===== config.mk =====
export PLATFORM = sky130hd
export DESIGN_NAME = dtc_timer_top
export DESIGN_NICKNAME = d
export VERILOG_FILES = /design/src/logic/dtc_pkg.sv /design/src/logic/dtc_timer_top.sv
export VERILOG_INCLUDE_DIRS = /design/src /design/src/logic
export SDC_FILE = /design/constraint.sdc
export NUM_CORES = 1
export LEC_CHECK = 0
export BUFFER_PORTS_ARGS = -buffer_cell sky130_fd_sc_hd__buf_2
export CAP_MARGIN = 10
export CORE_UTILIZATION = 59
export CTS_CLUSTER_DIAMETER = 40
export DETAILED_ROUTE_END_ITERATION = 8
export PLACE_DENSITY = 0.82
export SYNTH_ARGS = -nofsm -noshare
export SYNTH_HDL_FRONTEND = slang
export SYNTH_SLANG_ARGS = --single-unit

===== constraint.sdc =====
create_clock -name CLK_IN -period 6.7 [get_ports CLK_IN]
set_input_delay 0.67 -clock CLK_IN [delete_from_list [all_inputs] [get_ports CLK_IN]]
set_output_delay 0.67 -clock CLK_IN [all_outputs]
set_load 0.02 [all_outputs]

===== src/logic/dtc_params.svh =====
// offsets, field positions, reset values and timing counts of the timers
`ifndef DTC_PARAMS_SVH
`define DTC_PARAMS_SVH

// register byte offsets on the bus
`define DTC_OFS_CTRL     8'h00
`define DTC_OFS_MODE     8'h04
`define DTC_OFS_T0_LOW   8'h08
`define DTC_OFS_T0_HIGH  8'h0C
`define DTC_OFS_T1_LOW   8'h10
`define DTC_OFS_T1_HIGH  8'h14

// control register fields
`define DTC_CTL_OVF1  7
`define DTC_CTL_RUN1  6
`define DTC_CTL_OVF0  5
`define DTC_CTL_RUN0  4
`define DTC_CTL_IE1   3
`define DTC_CTL_IT1   2
`define DTC_CTL_IE0   1
`define DTC_CTL_IT0   0

// mode register fields, per unit nibble
`define DTC_MODE_GATE  3
`define DTC_MODE_CT    2
`define DTC_MODE_M_HI  1
`define DTC_MODE_M_LO  0
`define DTC_MODE_U1_LSB 4
`define DTC_MODE_U0_LSB 0

// reset values
`define DTC_CTRL_RST  8'h00
`define DTC_MODE_RST  8'h00
`define DTC_CNT_RST   8'h00

// timing: clock period and machine cycle in ns, cycles per machine cycle
`define DTC_CLK_PERIOD_NS   50
`define DTC_MACH_CYCLE_NS   600
`define DTC_MACH_DIV        (`DTC_MACH_CYCLE_NS / `DTC_CLK_PERIOD_NS)

`endif


===== src/logic/dtc_pkg.sv =====
// types shared by the dual timer/counter
package dtc_pkg;

  // counting modes, encoded as the two mode-select bits
  typedef enum logic [1:0] {
    DTC_MODE_13BIT  = 2'b00,
    DTC_MODE_16BIT  = 2'b01,
    DTC_MODE_RELOAD = 2'b10,
    DTC_MODE_SPLIT  = 2'b11
  } dtc_mode_t;

  // bus slave data-phase states
  typedef enum logic [1:0] {
    DTC_BUS_IDLE   = 2'b00,
    DTC_BUS_RDWAIT = 2'b01,
    DTC_BUS_RDDONE = 2'b11,
    DTC_BUS_WRITE  = 2'b10
  } dtc_bus_state_t;

endpackage : dtc_pkg


===== src/logic/dtc_timer_top.sv =====
// dual timer/counter with control, mode and count registers on AHB-Lite
`timescale 1ns/1ps
`include "dtc_params.svh"

module dtc_timer_top
  import dtc_pkg::*;
#(
  parameter int MACH_DIV = `DTC_MACH_DIV
) (
  input  wire logic        CLK_IN,
  input  wire logic        SRST_IN,
  input  wire logic        HSEL_IN,
  input  wire logic [31:0] HADDR_IN,
  input  wire logic [1:0]  HTRANS_IN,
  input  wire logic        HWRITE_IN,
  input  wire logic [2:0]  HSIZE_IN,
  input  wire logic [31:0] HWDATA_IN,
  input  wire logic        HREADY_IN,
  output logic      [31:0] HRDATA_OUT,
  output logic             HREADYOUT_OUT,
  output logic             HRESP_OUT,
  input  wire logic        FIRST_UNIT_COUNT_PIN_IN,
  input  wire logic        SECOND_UNIT_COUNT_PIN_IN,
  input  wire logic        EXT_IRQ_A_PIN_IN,
  input  wire logic        EXT_IRQ_B_PIN_IN,
  input  wire logic        FIRST_OVF_ACK_IN,
  input  wire logic        SECOND_OVF_ACK_IN,
  input  wire logic        EXT_IRQ_A_ACK_IN,
  input  wire logic        EXT_IRQ_B_ACK_IN,
  output logic             FIRST_OVF_FLAG_OUT,
  output logic             SECOND_OVF_FLAG_OUT,
  output logic             EXT_IRQ_A_FLAG_OUT,
  output logic             EXT_IRQ_B_FLAG_OUT
);

  // the divider needs at least two clocks per machine cycle,
  // and its 8-bit counter caps the ratio at 255
  if (MACH_DIV < 2 || MACH_DIV > 255) begin : g_bad_div
    $error("MACH_DIV must lie between 2 and 255");
  end

  // one count step: {overflow, high byte, low byte}
  function automatic logic [16:0] dtc_step(input dtc_mode_t mode,
                                           input logic [7:0] hi,
                                           input logic [7:0] lo);
    logic [13:0] s13;
    logic [16:0] s16;
    s13 = {1'b0, hi, lo[4:0]} + 14'h0001;
    s16 = {1'b0, hi, lo} + 17'h00001;
    case (mode)
      // upper three low bits just ride along unchanged
      DTC_MODE_13BIT: begin
        dtc_step = {s13[13], s13[12:5], lo[7:5], s13[4:0]};
      end
      DTC_MODE_16BIT:  dtc_step = s16;
      DTC_MODE_RELOAD: begin
        if (lo == 8'hFF) begin
          dtc_step = {1'b1, hi, hi};
        end else begin
          dtc_step = {1'b0, hi, lo + 8'h01};
        end
      end
      default:         dtc_step = {1'b0, hi, lo};
    endcase
  endfunction : dtc_step

  // register index decode, shared by read and write paths
  function automatic logic is_reg(input logic [7:0] a, input logic [7:0] ofs);
    is_reg = (a == ofs);
  endfunction : is_reg

  // bus state and captured address phase
  dtc_bus_state_t bus_st_q;
  dtc_bus_state_t bus_st_d;
  logic [7:0]     addr_q;
  logic [31:0]    rdata_q;
  logic [7:0]     rd_mux;
  logic           accept;
  logic           wr_en;

  // control, mode and count storage
  logic           ovf1_q;
  logic           run1_q;
  logic           ovf0_q;
  logic           run0_q;
  logic           ie1_q;
  logic           it1_q;
  logic           ie0_q;
  logic           it0_q;
  logic [7:0]     mode_q;
  logic [7:0]     tl0_q;
  logic [7:0]     th0_q;
  logic [7:0]     tl1_q;
  logic [7:0]     th1_q;

  // machine-cycle divider and pin samples
  logic [7:0]     div_q;
  logic           tick;
  logic           cnt0_smp_q;
  logic           cnt1_smp_q;
  logic           irq_a_smp_q;
  logic           irq_b_smp_q;

  // counting datapath
  dtc_mode_t      mode0;
  dtc_mode_t      mode1;
  logic           gate0;
  logic           gate1;
  logic           ct0;
  logic           ct1;
  logic           split;
  logic           inc0;
  logic           inc1;
  logic           inc_th0;
  logic           run1_eff;
  logic [16:0]    step0;
  logic [16:0]    step1;
  logic [7:0]     tl0_nx;
  logic [7:0]     th0_nx;
  logic [7:0]     tl1_nx;
  logic [7:0]     th1_nx;
  logic           set_ovf0;
  logic           set_ovf1;
  logic           set_ie0;
  logic           set_ie1;
  logic           wr_ctrl;

  // address phase is taken when selected, NONSEQ or SEQ (HTRANS bit 1 set) and bus ready
  assign accept = HSEL_IN && HTRANS_IN[1] && HREADY_IN;
  assign wr_en  = (bus_st_q == DTC_BUS_WRITE);
  assign wr_ctrl = wr_en && is_reg(addr_q, `DTC_OFS_CTRL);

  // reads take one wait state so a write just before is visible
  always_comb begin
    case (bus_st_q)
      DTC_BUS_RDWAIT: bus_st_d = DTC_BUS_RDDONE;
      default: begin
        if (accept) begin
          bus_st_d = HWRITE_IN ? DTC_BUS_WRITE : DTC_BUS_RDWAIT;
        end else begin
          bus_st_d = DTC_BUS_IDLE;
        end
      end
    endcase
  end

  // bus state register and latched address
  always_ff @(posedge CLK_IN) begin
    if (SRST_IN) begin
      bus_st_q <= DTC_BUS_IDLE;
      addr_q   <= 8'h00;
    end else begin
      bus_st_q <= bus_st_d;
      if (accept && bus_st_q != DTC_BUS_RDWAIT) begin
        addr_q <= HADDR_IN[7:0];
      end
    end
  end

  // read mux; unmapped offsets read as zero
  always_comb begin
    rd_mux = 8'h00;
    if (is_reg(addr_q, `DTC_OFS_CTRL)) begin
      rd_mux = {ovf1_q, run1_q, ovf0_q, run0_q, ie1_q, it1_q, ie0_q, it0_q};
    end else if (is_reg(addr_q, `DTC_OFS_MODE)) begin
      rd_mux = mode_q;
    end else if (is_reg(addr_q, `DTC_OFS_T0_LOW)) begin
      rd_mux = tl0_q;
    end else if (is_reg(addr_q, `DTC_OFS_T0_HIGH)) begin
      rd_mux = th0_q;
    end else if (is_reg(addr_q, `DTC_OFS_T1_LOW)) begin
      rd_mux = tl1_q;
    end else if (is_reg(addr_q, `DTC_OFS_T1_HIGH)) begin
      rd_mux = th1_q;
    end
  end

  // read data captured during the wait cycle
  always_ff @(posedge CLK_IN) begin
    if (SRST_IN) begin
      rdata_q <= 32'h0000_0000;
    end else if (bus_st_q == DTC_BUS_RDWAIT) begin
      rdata_q <= {24'h00_0000, rd_mux};
    end
  end

  assign HRDATA_OUT    = rdata_q;
  assign HREADYOUT_OUT = (bus_st_q != DTC_BUS_RDWAIT);
  assign HRESP_OUT     = 1'b0;

  // machine-cycle enable: one pulse per MACH_DIV clocks
  always_ff @(posedge CLK_IN) begin
    if (SRST_IN) begin
      div_q <= 8'h00;
    end else if (div_q == 8'(MACH_DIV - 1)) begin
      div_q <= 8'h00;
    end else begin
      div_q <= div_q + 8'h01;
    end
  end
  assign tick = (div_q == 8'(MACH_DIV - 1));

  // pins sampled once per machine cycle
  always_ff @(posedge CLK_IN) begin
    if (SRST_IN) begin
      cnt0_smp_q  <= 1'b0;
      cnt1_smp_q  <= 1'b0;
      irq_a_smp_q <= 1'b0;
      irq_b_smp_q <= 1'b0;
    end else if (tick) begin
      cnt0_smp_q  <= FIRST_UNIT_COUNT_PIN_IN;
      cnt1_smp_q  <= SECOND_UNIT_COUNT_PIN_IN;
      irq_a_smp_q <= EXT_IRQ_A_PIN_IN;
      irq_b_smp_q <= EXT_IRQ_B_PIN_IN;
    end
  end

  // mode register fields per unit
  assign mode0 = dtc_mode_t'(mode_q[`DTC_MODE_U0_LSB +: 2]);
  assign mode1 = dtc_mode_t'(mode_q[`DTC_MODE_U1_LSB +: 2]);
  assign ct0   = mode_q[`DTC_MODE_U0_LSB + `DTC_MODE_CT];
  assign ct1   = mode_q[`DTC_MODE_U1_LSB + `DTC_MODE_CT];
  assign gate0 = mode_q[`DTC_MODE_U0_LSB + `DTC_MODE_GATE];
  assign gate1 = mode_q[`DTC_MODE_U1_LSB + `DTC_MODE_GATE];
  assign split = (mode0 == DTC_MODE_SPLIT);

  // increment qualifiers: run, gate, and cycle or pin falling edge
  assign inc0 = tick && run0_q && (!gate0 || EXT_IRQ_A_PIN_IN)
             && (ct0 ? (cnt0_smp_q && !FIRST_UNIT_COUNT_PIN_IN)
                     : 1'b1);
  // a split first unit takes over the second run bit, so the second unit
  // then runs on its mode alone and stops only in its own split mode
  assign run1_eff = split || run1_q;
  assign inc1 = tick && run1_eff && (!gate1 || EXT_IRQ_B_PIN_IN)
             && (ct1 ? (cnt1_smp_q && !SECOND_UNIT_COUNT_PIN_IN)
                     : 1'b1);
  // split high byte counts cycles under the second run bit only
  assign inc_th0 = tick && run1_q;

  assign step0 = dtc_step(mode0, th0_q, tl0_q);
  assign step1 = dtc_step(mode1, th1_q, tl1_q);

  // next counts of the first unit, split or joined
  always_comb begin
    tl0_nx   = tl0_q;
    th0_nx   = th0_q;
    set_ovf0 = 1'b0;
    set_ovf1 = 1'b0;
    if (split) begin
      if (inc0) begin
        tl0_nx   = tl0_q + 8'h01;
        set_ovf0 = (tl0_q == 8'hFF);
      end
      if (inc_th0) begin
        th0_nx   = th0_q + 8'h01;
        set_ovf1 = (th0_q == 8'hFF);
      end
    end else if (inc0) begin
      tl0_nx   = step0[7:0];
      th0_nx   = step0[15:8];
      set_ovf0 = step0[16];
    end
    // second unit keeps counting but loses its flag while split
    if (!split) begin
      set_ovf1 = inc1 && step1[16];
    end
  end

  // the second unit holds in its own split mode via the step function
  assign tl1_nx = inc1 ? step1[7:0]  : tl1_q;
  assign th1_nx = inc1 ? step1[15:8] : th1_q;

  // count bytes; a bus write wins over the same-cycle increment
  always_ff @(posedge CLK_IN) begin
    if (SRST_IN) begin
      tl0_q <= `DTC_CNT_RST;
      th0_q <= `DTC_CNT_RST;
      tl1_q <= `DTC_CNT_RST;
      th1_q <= `DTC_CNT_RST;
    end else begin
      tl0_q <= (wr_en && is_reg(addr_q, `DTC_OFS_T0_LOW))
               ? HWDATA_IN[7:0] : tl0_nx;
      th0_q <= (wr_en && is_reg(addr_q, `DTC_OFS_T0_HIGH))
               ? HWDATA_IN[7:0] : th0_nx;
      tl1_q <= (wr_en && is_reg(addr_q, `DTC_OFS_T1_LOW))
               ? HWDATA_IN[7:0] : tl1_nx;
      th1_q <= (wr_en && is_reg(addr_q, `DTC_OFS_T1_HIGH))
               ? HWDATA_IN[7:0] : th1_nx;
    end
  end

  // mode register, fully software owned
  always_ff @(posedge CLK_IN) begin
    if (SRST_IN) begin
      mode_q <= `DTC_MODE_RST;
    end else if (wr_en && is_reg(addr_q, `DTC_OFS_MODE)) begin
      mode_q <= HWDATA_IN[7:0];
    end
  end

  // run and trigger-type bits; writing run never touches counts
  always_ff @(posedge CLK_IN) begin
    if (SRST_IN) begin
      run1_q <= 1'b0;
      run0_q <= 1'b0;
      it1_q  <= 1'b0;
      it0_q  <= 1'b0;
    end else if (wr_ctrl) begin
      run1_q <= HWDATA_IN[`DTC_CTL_RUN1];
      run0_q <= HWDATA_IN[`DTC_CTL_RUN0];
      it1_q  <= HWDATA_IN[`DTC_CTL_IT1];
      it0_q  <= HWDATA_IN[`DTC_CTL_IT0];
    end
  end

  // external requests: falling edge or low level per trigger type
  assign set_ie0 = tick && (it0_q ? (irq_a_smp_q && !EXT_IRQ_A_PIN_IN)
                                  : !EXT_IRQ_A_PIN_IN);
  assign set_ie1 = tick && (it1_q ? (irq_b_smp_q && !EXT_IRQ_B_PIN_IN)
                                  : !EXT_IRQ_B_PIN_IN);

  // overflow flags: cleared by vector ack or write, hardware set wins
  // so an overflow in the clearing cycle is never lost
  always_ff @(posedge CLK_IN) begin
    if (SRST_IN) begin
      ovf1_q <= 1'b0;
      ovf0_q <= 1'b0;
    end else begin
      if (set_ovf1) begin
        ovf1_q <= 1'b1;
      end else if (wr_ctrl) begin
        ovf1_q <= HWDATA_IN[`DTC_CTL_OVF1];
      end else if (SECOND_OVF_ACK_IN) begin
        ovf1_q <= 1'b0;
      end
      if (set_ovf0) begin
        ovf0_q <= 1'b1;
      end else if (wr_ctrl) begin
        ovf0_q <= HWDATA_IN[`DTC_CTL_OVF0];
      end else if (FIRST_OVF_ACK_IN) begin
        ovf0_q <= 1'b0;
      end
    end
  end

  // edge flags: a level request sets again on every tick the pin stays
  // low, so an ack during a held level is overruled on purpose
  always_ff @(posedge CLK_IN) begin
    if (SRST_IN) begin
      ie1_q <= 1'b0;
      ie0_q <= 1'b0;
    end else begin
      if (set_ie1) begin
        ie1_q <= 1'b1;
      end else if (wr_ctrl) begin
        ie1_q <= HWDATA_IN[`DTC_CTL_IE1];
      end else if (EXT_IRQ_B_ACK_IN) begin
        ie1_q <= 1'b0;
      end
      if (set_ie0) begin
        ie0_q <= 1'b1;
      end else if (wr_ctrl) begin
        ie0_q <= HWDATA_IN[`DTC_CTL_IE0];
      end else if (EXT_IRQ_A_ACK_IN) begin
        ie0_q <= 1'b0;
      end
    end
  end

  // flags go straight to the interrupt controller
  assign FIRST_OVF_FLAG_OUT  = ovf0_q;
  assign SECOND_OVF_FLAG_OUT = ovf1_q;
  assign EXT_IRQ_A_FLAG_OUT  = ie0_q;
  assign EXT_IRQ_B_FLAG_OUT  = ie1_q;

endmodule : dtc_timer_top


==> flow_summary_export.csv <==
group,metric,value,unit
floorplanning,die_area,9210,um2
placement,finalWeightedCongestion,0.9912,
synth,syn_area,5210,um2
synth,yosys_warnings,0,
worst_setup_path,cp.depth,7,
finish,layout_common_cells,"nand2_1 (85), dfxtp_1 (78), nor2_1 (72)",
finish,layout_commonest_cell,"nand2_1",
route,drtAntennaViolNets,0,
floorplanning,core_area,8382,um2
finish,syn_to_final_growth,3.818,%
route,drtIter0Drc,460,
run_status,status,"finished clean",
sta,timing.fmax,0.3269,GHz
route,via_count,5212,
route,vias_per_cell,6.499,
global_route,grt_overflow,0,
finish,nNetsFinal,778,
global_route,grt_pass1_vias,4701,
sta,finalHoldViolCount,0,
finish,diodes,0,
clock_network,clkLatencyLatePin,0.37,ns
clock_network,clock_sinks,78,
worst_setup_path,cp.arrival,3.29,ns
worst_setup_path,start_kind,"register",
floorplanning,ios,120,
placement,io_buffers,42,
global_route,antenna_found_initial,0,
global_route,grt_max_degree,73,
global_route,grt_use_total,0.3348,
floorplanning,fp.dieH,95.97,um
worst_setup_path,crit_chain,"ha_1 -> nand4bb_1 -> or4_1 -> a21oi_1 -> o311ai_0 -> o211ai_1 -> a21oi_1",
min_path,hold-path-cell-count,2,
worst_setup_path,slowest_delay,0.85,ns
clock_network,cts_resized,0,
floorplanning,initial_core_util,0.6216,
sta,tns,0,ns
power,vdd_drop_max,0.1266,mV
floorplanning,dieWidth,95.97,um
worst_setup_path,crit_top_cell,"a21oi_1",
synth,synth_ff_type,"dfxtp_1",
clock_network,tritoncts,"yes",
clock_network,clkSlewWorstSetupHoldPaths,0.09,ns
placement,place_ws,3.729,ns
worst_setup_path,crit_buf_inv,0,
synth,synth.distinct_cells,81,
clock_network,cts_buffer_depth,2,
worst_setup_path,critPathKind,"register to register",
min_path,hold_class,"register to register",
sta,layout_min_cycle_time,3.059,ns
clock_network,clockRootBuffer,"clkbuf_8",
global_route,grt_pass1_wl,23320,um
clock_network,holdBufCountCts,0,
synth,ys_ff_latch,78,
worst_setup_path,r2r_cells,7,
sta,holdWs,0.4491,ns
worst_setup_path,critPathMaxFanout,12,
sta,slew_headroom,0.3158,
synth,ys_seq_area_frac,0.2997,
route,drt_first_pass_iters,6,
placement,dp_hpwl,10450,um
clock_network,htreeDepth,3,
placement,place_area,5213,um2
synth,syn_avg_cell_area,7.584,um2
route,routedWlPerCell,18.52,um
synth,synth_cells,687,
clock_network,cts_setup_buffers,0,
worst_setup_path,cp_top_family,"compound AO/OA/AOI/OAI gates",
sta,layout_setup_ws,3.641,ns
floorplanning,rows,33,
worst_setup_path,required,6.93,ns
synth,async_reset_ff_frac,0,
power,power.density,173.1,nW/um2
finish,final_area,5409,um2
sta,period_share,0.4566,
route,drt-total-wl,14860,um
run,drv_cap,0,
synth,synth_edf_count,0,
sta,rsz0062_at_grt,"false",
sta,worstMarginPinSlew,1.025,ns
worst_setup_path,critPathSlowestCell,"a21oi_1",
sta,clock_skew,0.008276,ns
clock_network,cts_buffers,9,
sta,setup_viol,0,
sta,drv_slew,0,
route,drc,0,
worst_setup_path,cp-end-kind,"register",
finish,drive_gt1_frac,0.1176,
power,p_leak,0.001801,uW
power,power,936.1,uW
==> Yosys cell counts (13+ instances only) <==
| cell type | count | share of area |
|---|---|---|
| mux2i_1 | 25 | 0.048 |
| a211oi_1 | 16 | 0.023 |
| nand2_1 | 85 | 0.061 |
| clkbuf_1 | 27 | 0.019 |
| dfxtp_1 | 78 | 0.30 |
| nor2_1 | 72 | 0.052 |
| o211ai_1 | 13 | 0.019 |
| o21ai_0 | 30 | 0.029 |
| a21oi_1 | 56 | 0.054 |
| inv_1 | 14 | 0.010 |
| nor3_1 | 20 | 0.019 |
| buf_4 | 26 | 0.037 |
| nand3_1 | 24 | 0.023 |
==> through the flow <==
stage,util,cells
2_1_floorplan,-,711
3_3_place_gp,0.6219,786
3_5_place_dp,0.6219,786
4_1_cts,0.6453,802
5_1_grt,0.6453,802
6_report,0.6453,802
==> worst register-to-register path, cell delays in order, from the launching register on <==
cell and delay, ns:
dfxtp_1 0.40, ha_1 0.26, nand4bb_1 0.15, or4_1 0.67, a21oi_1 0.85, o311ai_0 0.31, o211ai_1 0.19, a21oi_1 0.09
==> cell type report <==
class / instances / area (um2)
Inverter: 16 / 60.06
Timing Repair Buffer: 44 / 225.2
Clock buffer: 10 / 127.6
Fill cell: 739 / 2973
Sequential cell: 78 / 1562
Multi-Input combinational cell: 543 / 3234
Tap cell: 105 / 131.4
Clock inverter: 6 / 68.82
==> flip-flops by register name, indices dropped and copies added (netlist names) <==
name,flops
HRDATA_OUT,8
cnt0_smp_q,1
th0_q,8
it1_q,1
cnt1_smp_q,1
run1_q,1
SECOND_OVF_FLAG_OUT,1
it0_q,1
FIRST_OVF_FLAG_OUT,1
bus_st_q,2
tl0_q,8
irq_a_smp_q,1
EXT_IRQ_B_FLAG_OUT,1
run0_q,1
th1_q,8
tl1_q,8
irq_b_smp_q,1
addr_q,8
div_q,8
mode_q,8
EXT_IRQ_A_FLAG_OUT,1
==> path summary, 6_finish.rpt <==
check | from | endpoint | slack (ns)
hold reg to reg | HRDATA_OUT[7] | HRDATA_OUT[7] | 0.45
hold / removal | HRDATA_OUT[7] | HRDATA_OUT[7] | 0.45
setup / recovery | div_q[0] | th0_q[0] | 3.64
setup reg to reg | div_q[0] | th0_q[0] | 3.64
==> power breakdown <==
part | internal, uW | switching [uW]
clock network | 175 | 194
logic | 25.7 | 59.9
registers | 470 | 11.4
==> metal layers <==
metal	vias up	wire, um	track usage
li1	2444	-	-
met4	0	660	0.2015
met3	60	1710	0.06003
met5	-	0	0
met1	2370	5802	0.4286
met2	338	6683	0.5238
==> logic make-up (layout without fill, tap and decap cells) <==
kind of cell	count (synthesis)	after routing	synth area share
buf+inv	90	76	0.09678
xor+xnor	17	17	0.02858
flops	78	78	0.2997
compound gates	181	181	0.2260
other cells	1	25	0.0007198
fa+ha+maj	4	4	0.009607
mux	26	26	0.05235
simple gates	290	290	0.2863
Note: power is estimated with default switching activity, not from simulation.
